`config.mk`:
```
export PLATFORM = sky130hd
export DESIGN_NAME = opc_core
export DESIGN_NICKNAME = d
export VERILOG_FILES = /design/src/rtl/opc_pkg.sv /design/src/rtl/opc_sub_if.sv /design/src/rtl/opc_subreg.sv /design/src/rtl/opc_limit_eval.sv /design/src/rtl/opc_core.sv
export SDC_FILE = /design/constraint.sdc
export NUM_CORES = 1
export LEC_CHECK = 0
export BUFFER_PORTS_ARGS = -buffer_cell sky130_fd_sc_hd__clkbuf_2
export CORE_ASPECT_RATIO = 1.4
export CORE_UTILIZATION = 40
export CTS_BUF_LIST = sky130_fd_sc_hd__clkbuf_4
export DETAILED_ROUTE_END_ITERATION = 6
export PLACE_DENSITY = 0.66
export SYNTH_ARGS = -nofsm -noshare
export SYNTH_HDL_FRONTEND = slang
export SYNTH_HIERARCHICAL = 1
export SYNTH_SLANG_ARGS = --single-unit
```
`constraint.sdc`:
```
create_clock -name mclk -period 2.2 [get_ports mclk]
set_input_delay 0.11 -clock mclk [delete_from_list [all_inputs] [get_ports mclk]]
set_output_delay 0.11 -clock mclk [all_outputs]
set_load 0.1 [all_outputs]
```
`src/rtl/opc_pkg.sv`:
```
// constants and types for the operation condition word
`default_nettype none
package opc_pkg;
  localparam int CH_N = 2;
  localparam int GRP_N = 6;
  localparam int WORD_W = 16;
  // subordinate group indices
  localparam int GRP_CAL = 0;
  localparam int GRP_MEAS = 1;
  localparam int GRP_TRIG = 2;
  localparam int GRP_SENSE = 3;
  localparam int GRP_LOWER = 4;
  localparam int GRP_UPPER = 5;
  // bit position of each group summary in the condition word
  localparam int GRP_BIT [GRP_N] = '{0, 4, 5, 10, 11, 12};
  localparam logic [WORD_W-1:0] WORD_USED_MASK = 16'h1c31;
  localparam logic [WORD_W-1:0] WORD_RST = 16'h0000;
  typedef logic [CH_N-1:0] opc_ch_t;
  localparam opc_ch_t CH_NONE = 2'h0;
  typedef enum logic [2:0] {
    CAL_IDLE = 3'b001,
    CAL_ZERO = 3'b010,
    CAL_RUN = 3'b100
  } opc_cal_e;
  typedef enum logic [2:0] {
    MS_IDLE = 3'b001,
    MS_WAIT = 3'b010,
    MS_MEAS = 3'b100
  } opc_meas_e;
endpackage : opc_pkg
`default_nettype wire

```
`src/rtl/opc_sub_if.sv`:
```
// set/clear carrier between the core and one subordinate condition register
`timescale 1ns/10ps
`default_nettype none
interface opc_sub_if;
  import opc_pkg::*;
  opc_ch_t set_v;
  opc_ch_t clr_v;
  opc_ch_t cond;
  logic summary;
  modport ctl (output set_v, output clr_v, input cond, input summary);
  modport sub (input set_v, input clr_v, output cond, output summary);
endinterface : opc_sub_if
`default_nettype wire

```
`src/rtl/opc_subreg.sv`:
```
// one subordinate condition register with its summary
`timescale 1ns/10ps
`default_nettype none
module opc_subreg
  import opc_pkg::*;
(
  input wire logic mclk,
  input wire logic rst_b,
  opc_sub_if.sub port
);
  opc_ch_t cond_reg;

  // set beats clear so an event landing on a clear is not lost
  always_ff @(posedge mclk or negedge rst_b) begin
    if (!rst_b) begin
      cond_reg <= CH_NONE;
    end else begin
      cond_reg <= (cond_reg & ~port.clr_v) | port.set_v;
    end
  end

  assign port.cond = cond_reg;
  assign port.summary = |cond_reg; // RULE_01
endmodule : opc_subreg
`default_nettype wire

```
`src/rtl/opc_limit_eval.sv`:
```
// limit verdict of a completed measurement, per channel
`timescale 1ns/10ps
`default_nettype none
module opc_limit_eval
  import opc_pkg::*;
(
  input wire opc_ch_t meas_done,
  input wire opc_ch_t test_en,
  input wire opc_ch_t chan_fail,
  input wire opc_ch_t win_fail,
  output opc_ch_t fail_set,
  output opc_ch_t fail_clr
);
  opc_ch_t failed;

  // a failure only counts while the test is enabled
  assign failed = test_en & (chan_fail | win_fail);
  assign fail_set = meas_done & failed; // RULE_09 RULE_11
  assign fail_clr = meas_done & ~failed; // RULE_10 RULE_12
endmodule : opc_limit_eval
`default_nettype wire

```
`src/rtl/opc_core.sv`:
```
// operation condition word: sequencer tracking and summary assembly
// Overview of operation
// (RULE_01) bits 0, 4, 5 summarise the calib_in_progress, measure_in_progress, trigger-wait registers
// (RULE_02) bit 0 sets when a single auto zero or single auto cal starts
// (RULE_03) calibrate-all sets bit 0 when its zeroing phase starts
// (RULE_04) bit 0 clears when the zero or calibration that set it ends
// (RULE_05) bit 4 stays high while a measurement runs
// (RULE_06) bit 4 clears when the measurement finishes
// (RULE_07) bit 5 sets entering trigger wait, clears entering idle
// (RULE_08) bit 10 is high only while sensor configuration memory is read
// (RULE_09) completed measurement with channel or window lower failure sets bit 11
// (RULE_10) completed measurement clears bit 11 if lower test off or passed
// (RULE_11) completed measurement with channel or window upper failure sets bit 12
// (RULE_12) completed measurement clears bit 12 if upper test off or passed
// (RULE_13) unused bits 1-3, 6-9, 13-15 always read zero
`timescale 1ns/10ps
`default_nettype none
module opc_core
  import opc_pkg::*;
(
  input wire logic mclk,
  input wire logic rst_b,
  input wire opc_ch_t single_auto_zero_cmd,
  input wire opc_ch_t single_auto_cal_cmd,
  input wire opc_ch_t cal_all_go,
  input wire opc_ch_t cal_phase_end,
  input wire opc_ch_t cal_abort,
  input wire opc_ch_t trig_arm,
  input wire opc_ch_t trig_fire,
  input wire opc_ch_t trig_cont,
  input wire opc_ch_t trig_abort,
  input wire opc_ch_t meas_end,
  input wire opc_ch_t sensor_mem_rd,
  input wire opc_ch_t lower_test_en,
  input wire opc_ch_t lower_chan_fail,
  input wire opc_ch_t lower_win_fail,
  input wire opc_ch_t upper_test_en,
  input wire opc_ch_t upper_chan_fail,
  input wire opc_ch_t upper_win_fail,
  output logic [WORD_W-1:0] op_cond_word,
  output logic [GRP_N*CH_N-1:0] op_sub_cond,
  output opc_ch_t calib_in_progress,
  output opc_ch_t measure_in_progress
);
  opc_cal_e cal_st_reg [CH_N];
  opc_cal_e cal_st_next [CH_N];
  opc_ch_t all_seq_reg;
  opc_ch_t all_seq_next;
  opc_meas_e ms_st_reg [CH_N];
  opc_meas_e ms_st_next [CH_N];
  opc_ch_t cal_set;
  opc_ch_t cal_clr;
  opc_ch_t meas_set;
  opc_ch_t meas_clr;
  opc_ch_t trig_set;
  opc_ch_t trig_clr;
  opc_ch_t meas_done;
  opc_ch_t lower_set;
  opc_ch_t lower_clr;
  opc_ch_t upper_set;
  opc_ch_t upper_clr;
  logic [GRP_N-1:0] summ;
  logic [GRP_N*CH_N-1:0] cond_all;
  logic [WORD_W-1:0] op_cond_word_reg;
  logic [WORD_W-1:0] op_cond_word_next;
  logic [GRP_N*CH_N-1:0] op_sub_cond_reg;
  opc_ch_t calib_reg;
  opc_ch_t measure_reg;

  function automatic logic [WORD_W-1:0] place_summary(input logic [GRP_N-1:0] s);
    logic [WORD_W-1:0] w;
    w = WORD_RST;
    for (int g = 0; g < GRP_N; g++) begin
      w[GRP_BIT[g]] = s[g];
    end
    return w & WORD_USED_MASK;
  endfunction : place_summary

  // any state but idle means a zero or calibration owns the channel
  function automatic logic cal_busy(input opc_cal_e st);
    return st != CAL_IDLE;
  endfunction : cal_busy

  function automatic logic ms_enters(input opc_meas_e cur, input opc_meas_e nxt,
    input opc_meas_e tgt);
    return (cur != tgt) && (nxt == tgt);
  endfunction : ms_enters

  function automatic logic ms_leaves(input opc_meas_e cur, input opc_meas_e nxt,
    input opc_meas_e tgt);
    return (cur == tgt) && (nxt != tgt);
  endfunction : ms_leaves

  opc_sub_if sub_if [GRP_N] ();

  for (genvar g = 0; g < GRP_N; g++) begin : g_sub
    opc_subreg u_sub (
      .mclk(mclk),
      .rst_b(rst_b),
      .port(sub_if[g])
    );
    assign summ[g] = sub_if[g].summary;
    assign cond_all[g*CH_N +: CH_N] = sub_if[g].cond;
  end

  // calibration sequence per channel; a start while busy is ignored
  always_comb begin
    all_seq_next = all_seq_reg;
    for (int c = 0; c < CH_N; c++) begin
      cal_st_next[c] = cal_st_reg[c];
      case (cal_st_reg[c])
        CAL_IDLE: begin
          if (single_auto_zero_cmd[c] || cal_all_go[c]) begin
            cal_st_next[c] = CAL_ZERO; // RULE_02 RULE_03
            all_seq_next[c] = cal_all_go[c];
          end else if (single_auto_cal_cmd[c]) begin
            cal_st_next[c] = CAL_RUN; // RULE_02
            all_seq_next[c] = 1'b0;
          end
        end
        CAL_ZERO: begin
          if (cal_abort[c]) begin
            cal_st_next[c] = CAL_IDLE;
          end else if (cal_phase_end[c]) begin
            // calibrate-all keeps bit 0 up across the hand-off to calibration
            cal_st_next[c] = all_seq_reg[c] ? CAL_RUN : CAL_IDLE;
          end
        end
        CAL_RUN: begin
          if (cal_abort[c] || cal_phase_end[c]) begin
            cal_st_next[c] = CAL_IDLE;
          end
        end
        default: begin
          cal_st_next[c] = CAL_IDLE;
        end
      endcase
    end
  end

  always_ff @(posedge mclk or negedge rst_b) begin
    if (!rst_b) begin
      for (int c = 0; c < CH_N; c++) begin
        cal_st_reg[c] <= CAL_IDLE;
      end
    end else begin
      for (int c = 0; c < CH_N; c++) begin
        cal_st_reg[c] <= cal_st_next[c];
      end
    end
  end

  // remembers that the running zero belongs to a calibrate-all
  always_ff @(posedge mclk or negedge rst_b) begin
    if (!rst_b) begin
      all_seq_reg <= CH_NONE;
    end else begin
      all_seq_reg <= all_seq_next;
    end
  end

  // trigger and measurement sequence per channel
  always_comb begin
    for (int c = 0; c < CH_N; c++) begin
      ms_st_next[c] = ms_st_reg[c];
      case (ms_st_reg[c])
        MS_IDLE: begin
          if (trig_arm[c]) begin
            ms_st_next[c] = MS_WAIT;
          end
        end
        MS_WAIT: begin
          if (trig_abort[c]) begin
            ms_st_next[c] = MS_IDLE;
          end else if (trig_fire[c]) begin
            ms_st_next[c] = MS_MEAS;
          end
        end
        MS_MEAS: begin
          if (trig_abort[c]) begin
            ms_st_next[c] = MS_IDLE;
          end else if (meas_end[c]) begin
            ms_st_next[c] = trig_cont[c] ? MS_WAIT : MS_IDLE;
          end
        end
        default: begin
          ms_st_next[c] = MS_IDLE;
        end
      endcase
    end
  end

  always_ff @(posedge mclk or negedge rst_b) begin
    if (!rst_b) begin
      for (int c = 0; c < CH_N; c++) begin
        ms_st_reg[c] <= MS_IDLE;
      end
    end else begin
      for (int c = 0; c < CH_N; c++) begin
        ms_st_reg[c] <= ms_st_next[c];
      end
    end
  end

  // set and clear strobes come from state entries and exits
  always_comb begin
    for (int c = 0; c < CH_N; c++) begin
      cal_set[c] = !cal_busy(cal_st_reg[c]) && cal_busy(cal_st_next[c]); // RULE_02 RULE_03
      cal_clr[c] = cal_busy(cal_st_reg[c]) && !cal_busy(cal_st_next[c]); // RULE_04
    end
  end

  always_comb begin
    for (int c = 0; c < CH_N; c++) begin
      meas_set[c] = ms_enters(ms_st_reg[c], ms_st_next[c], MS_MEAS); // RULE_05
      meas_clr[c] = ms_leaves(ms_st_reg[c], ms_st_next[c], MS_MEAS); // RULE_06
      trig_set[c] = ms_enters(ms_st_reg[c], ms_st_next[c], MS_WAIT); // RULE_07
      trig_clr[c] = ms_enters(ms_st_reg[c], ms_st_next[c], MS_IDLE); // RULE_07
    end
  end

  // an aborted measurement is not a completed one and leaves limits alone
  always_comb begin
    for (int c = 0; c < CH_N; c++) begin
      meas_done[c] = (ms_st_reg[c] == MS_MEAS) && meas_end[c] && !trig_abort[c];
    end
  end

  opc_limit_eval u_lower (
    .meas_done(meas_done),
    .test_en(lower_test_en),
    .chan_fail(lower_chan_fail),
    .win_fail(lower_win_fail),
    .fail_set(lower_set),
    .fail_clr(lower_clr)
  );

  opc_limit_eval u_upper (
    .meas_done(meas_done),
    .test_en(upper_test_en),
    .chan_fail(upper_chan_fail),
    .win_fail(upper_win_fail),
    .fail_set(upper_set),
    .fail_clr(upper_clr)
  );

  assign sub_if[GRP_CAL].set_v = cal_set;
  assign sub_if[GRP_CAL].clr_v = cal_clr;
  assign sub_if[GRP_MEAS].set_v = meas_set;
  assign sub_if[GRP_MEAS].clr_v = meas_clr;
  assign sub_if[GRP_TRIG].set_v = trig_set;
  assign sub_if[GRP_TRIG].clr_v = trig_clr;

  // bit 10 tracks the read level; every cycle without a read clears it
  assign sub_if[GRP_SENSE].set_v = sensor_mem_rd; // RULE_08
  assign sub_if[GRP_SENSE].clr_v = ~sensor_mem_rd; // RULE_08

  // limit bits move only on a completed measurement, never on an abort
  assign sub_if[GRP_LOWER].set_v = lower_set; // RULE_09
  assign sub_if[GRP_LOWER].clr_v = lower_clr; // RULE_10
  assign sub_if[GRP_UPPER].set_v = upper_set; // RULE_11
  assign sub_if[GRP_UPPER].clr_v = upper_clr; // RULE_12

  // the word lags the subordinate registers by one cycle so every output is a flop
  assign op_cond_word_next = place_summary(summ); // RULE_01 RULE_13

  always_ff @(posedge mclk or negedge rst_b) begin
    if (!rst_b) begin
      op_cond_word_reg <= WORD_RST;
    end else begin
      op_cond_word_reg <= op_cond_word_next;
    end
  end

  always_ff @(posedge mclk or negedge rst_b) begin
    if (!rst_b) begin
      op_sub_cond_reg <= '0;
    end else begin
      op_sub_cond_reg <= cond_all;
    end
  end

  // in-progress copies share the word's lag, so one read sees one picture
  always_ff @(posedge mclk or negedge rst_b) begin
    if (!rst_b) begin
      calib_reg <= CH_NONE;
    end else begin
      calib_reg <= sub_if[GRP_CAL].cond;
    end
  end

  always_ff @(posedge mclk or negedge rst_b) begin
    if (!rst_b) begin
      measure_reg <= CH_NONE;
    end else begin
      measure_reg <= sub_if[GRP_MEAS].cond;
    end
  end

  assign op_cond_word = op_cond_word_reg;
  assign op_sub_cond = op_sub_cond_reg;
  assign calib_in_progress = calib_reg;
  assign measure_in_progress = measure_reg;
endmodule : opc_core
`default_nettype wire

```
==> results.py <==
metrics = {
    "run_status": {
        "status": "finished clean",
    },
    "synthesis": {
        "syn_avg_cell_area_um2": 10.22,
        "ys_ff_latch": 44,
        "syn_area_mm2": 0.002105,
        "ys_seq_area_frac": 0.5256,
        "ys_warn_count": 6,
        "syn_inst": 206,
        "synth_cell_types": 38,
    },
    "final_layout": {
        "nFillCells": 488,
        "n_antenna_cell": 0,
        "nets": 307,
        "final_common_cell": "clkbuf_2",
        "area_delta_synth_final_pct": 20.15,
        "drive_above_1_share": 0.2831,
        "final_cell_mix": "clkbuf_2, dfrtp_1, inv_1",
        "largest_reg_flops": 12,
    },
    "critical_path": {
        "r2r_slack_ns": 0.49,
        "crit_path_end_kind": "register",
        "worstReg2RegStart": "ms_st_reg[1]",
        "rr_worst_depth": 5,
        "startpoint_type": "register",
        "crit_type": "register to register",
        "timing.rr.end": "g_sub[5].u_sub/port.cond[1]",
        "endpoint": "g_sub[5].u_sub/port.cond[1]",
        "cp-startpoint": "ms_st_reg[1]",
        "crit_required_ns": 2.45,
        "worst_ep_arrival_time_ns": 1.96,
        "cp_max_fo": 6,
    },
    "floorplanning": {
        "num_rows": 30,
        "die_x_um": 63.31,
        "core_area_mm2": 0.004955,
        "die_height_um": 87.83,
        "dieArea_mm2": 0.005560,
        "boundaryPins": 68,
        "initial_utilization": 0.4247,
    },
    "placed_design": {
        "dp_hpwl_um": 2857,
        "gp_congestion": 0.8116,
        "port_buffers": 57,
    },
    "global_route": {
        "gr-total-overflow": 0,
        "grt_first_pass_wirelength_um": 6513,
        "grt_pass1_vias": 1534,
        "antenna_found_initial": 0,
        "grt_max_degree": 45,
        "grt_use_total": 0.1526,
    },
    "routing": {
        "drc": 0,
        "wl_met2_um": 2034,
        "route.final.wire_length_um": 3861,
        "drt-initial-drc-count": 80,
        "top_layer": "met4",
        "ant_nets": 0,
        "via_per_inst": 4.905,
        "m1WireLength_um": 1602,
        "routedWlPerCell_um": 11.49,
        "wl_met3_um": 168,
        "dr.pass1.iters": 5,
        "vias": 1648,
    },
    "sta": {
        "slew_viol_final": 0,
        "timing_hold_violations_final": 0,
        "fmax_ghz": 0.5852,
        "slew_headroom": 0.6167,
        "tightest_slew_ns": 0.5670,
        "fin_setup_tns_ns": 0,
        "hold_slack_ns": 0.02589,
        "finalSetupViolCount": 0,
        "finalClockSkew_ns": 0.009864,
        "rsz0062_at_grt": "no",
        "period_share": 0.7767,
        "period_needed_ns": 1.709,
    },
    "worst_hold_path": {
        "hp-class": "primary input to register",
    },
    "clocking": {
        "post_cts_resized": 0,
        "cts_tree": "yes",
        "clk_pin_slew_ns": 0.13,
        "cts_buffers": 5,
        "clock_latency_ns": 0.34,
        "root_buffer": "clkbuf_4",
        "cts_buffer_depth": 2,
        "htreeDepth": 2,
        "clock-sinks": 44,
    },
    "run": {
        "max-cap-violations": 0,
    },
    "pwr": {
        "leakage_nw": 1.236,
        "peakVddDrop_mv": 0.7423,
        "powerDensity_mw_per_mm2": 1389,
    },
}
## power by group
group          leakage [nW]  internal [mW]  total (mW)  switching (mW)
registers             0.531           1.07        1.27           0.200
clock network        0.0403          0.232       0.474           0.242
logic                 0.664          0.377        1.77            1.39
total                  1.24           1.68        3.51            1.83
## layout make-up
class	count	area [um2]	share of cell area
Tap cell	64	80.08	0.03167
Multi-Input combinational cell	133	822.0	0.3251
Clock buffer	5	37.54	0.01484
Inverter	22	82.58	0.03266
Timing Repair Buffer	65	362.8	0.1435
Sequential cell	44	1106	0.4374
Clock inverter	3	37.54	0.01484
## stage by stage
stage                     power [mW]  std cells  utilization  area, um2  setup WS [ns]
after global placement         3.036        321       0.4811       2384         0.5791
final                          3.512        336       0.5104       2529         0.4912
after floorplan                2.815        215            -       2138         0.7106
after global routing           3.708        336       0.5104       2529         0.3577
after detailed placement       3.048        321       0.4811       2384         0.5060
after CTS                      3.546        336       0.5104       2529         0.4877
## synth_stat cells
cell | count | area (um2)
and4_1 | 1 | 8.760
and2_1 | 4 | 25.02
a21o_1 | 12 | 90.09
o22ai_1 | 1 | 6.260
o21ai_0 | 9 | 45.04
mux2_2 | 1 | 11.26
or2_1 | 6 | 37.54
xnor2_1 | 1 | 8.760
dfrtp_1 | 40 | 1001
a21oi_1 | 3 | 15.01
nor4b_2 | 2 | 30.03
nor3b_1 | 3 | 22.52
dfstp_2 | 4 | 105.1
nand2_1 | 10 | 37.54
conb_1 | 1 | 3.750
o32ai_1 | 1 | 8.760
nor4_1 | 2 | 12.51
nand2b_1 | 5 | 31.28
nand3_1 | 2 | 10.01
nor4b_1 | 3 | 26.28
buf_6 | 2 | 22.52
a22o_1 | 1 | 8.760
nor2b_1 | 6 | 37.54
o21a_1 | 1 | 7.510
nor3_1 | 6 | 30.03
o32a_2 | 2 | 22.52
a22oi_1 | 2 | 15.01
nor3_4 | 2 | 32.53
inv_1 | 22 | 82.58
nor2_1 | 19 | 71.32
and4b_1 | 2 | 20.02
o31a_1 | 1 | 8.760
o21ai_1 | 4 | 20.02
a31oi_1 | 7 | 43.79
o211ai_1 | 1 | 7.510
buf_4 | 14 | 105.1
o22ai_2 | 2 | 25.02
a21boi_0 | 1 | 7.510
## worst min-delay path by stage
stage / start / endpoint / cells past startpoint
final: cal_all_go[1] / all_seq_reg[1] / 2
after detailed placement: rst_b / cal_st_reg[2] / 2
after floorplan: rst_b / all_seq_reg[0] / 0
after global routing: cal_all_go[1] / all_seq_reg[1] / 2
after global placement: rst_b / cal_st_reg[2] / 2
after CTS: cal_all_go[1] / all_seq_reg[1] / 2
## worst max-delay path, cell delays in order (launching register included)
cell and delay (ns):
dfrtp_1 0.45, nand2b_1 0.23, nor4b_1 0.52, and2_1 0.22, inv_1 0.04, a21o_1 0.16
## metal layers
layer / up-vias / global-route usage
met5: - / 0
met1: 780 / 0.1745
met2: 49 / 0.2757
li1: 815 / -
met4: 0 / 0.06818
met3: 4 / 0.02995
## kinds of logic (layout without fill, tap and decap cells)
group           Yosys count  after routing  share of synthesized area
other cells               1             10                   0.001782
buf+inv                  38             95                    0.09988
flops                    44             44                     0.5256
simple gates             73             73                     0.2057
compound gates           48             48                     0.1576
xor+xnor                  1              1                   0.004162
mux                       1              1                   0.005350
## what timing repair did
action | in CTS | in global routing
setup buffers | 0 | 0
endpoints found under the hold margin | 45 | 0
hold buffers | 7 | 0
No activity file was read; power rests on OpenSTA's default activity.
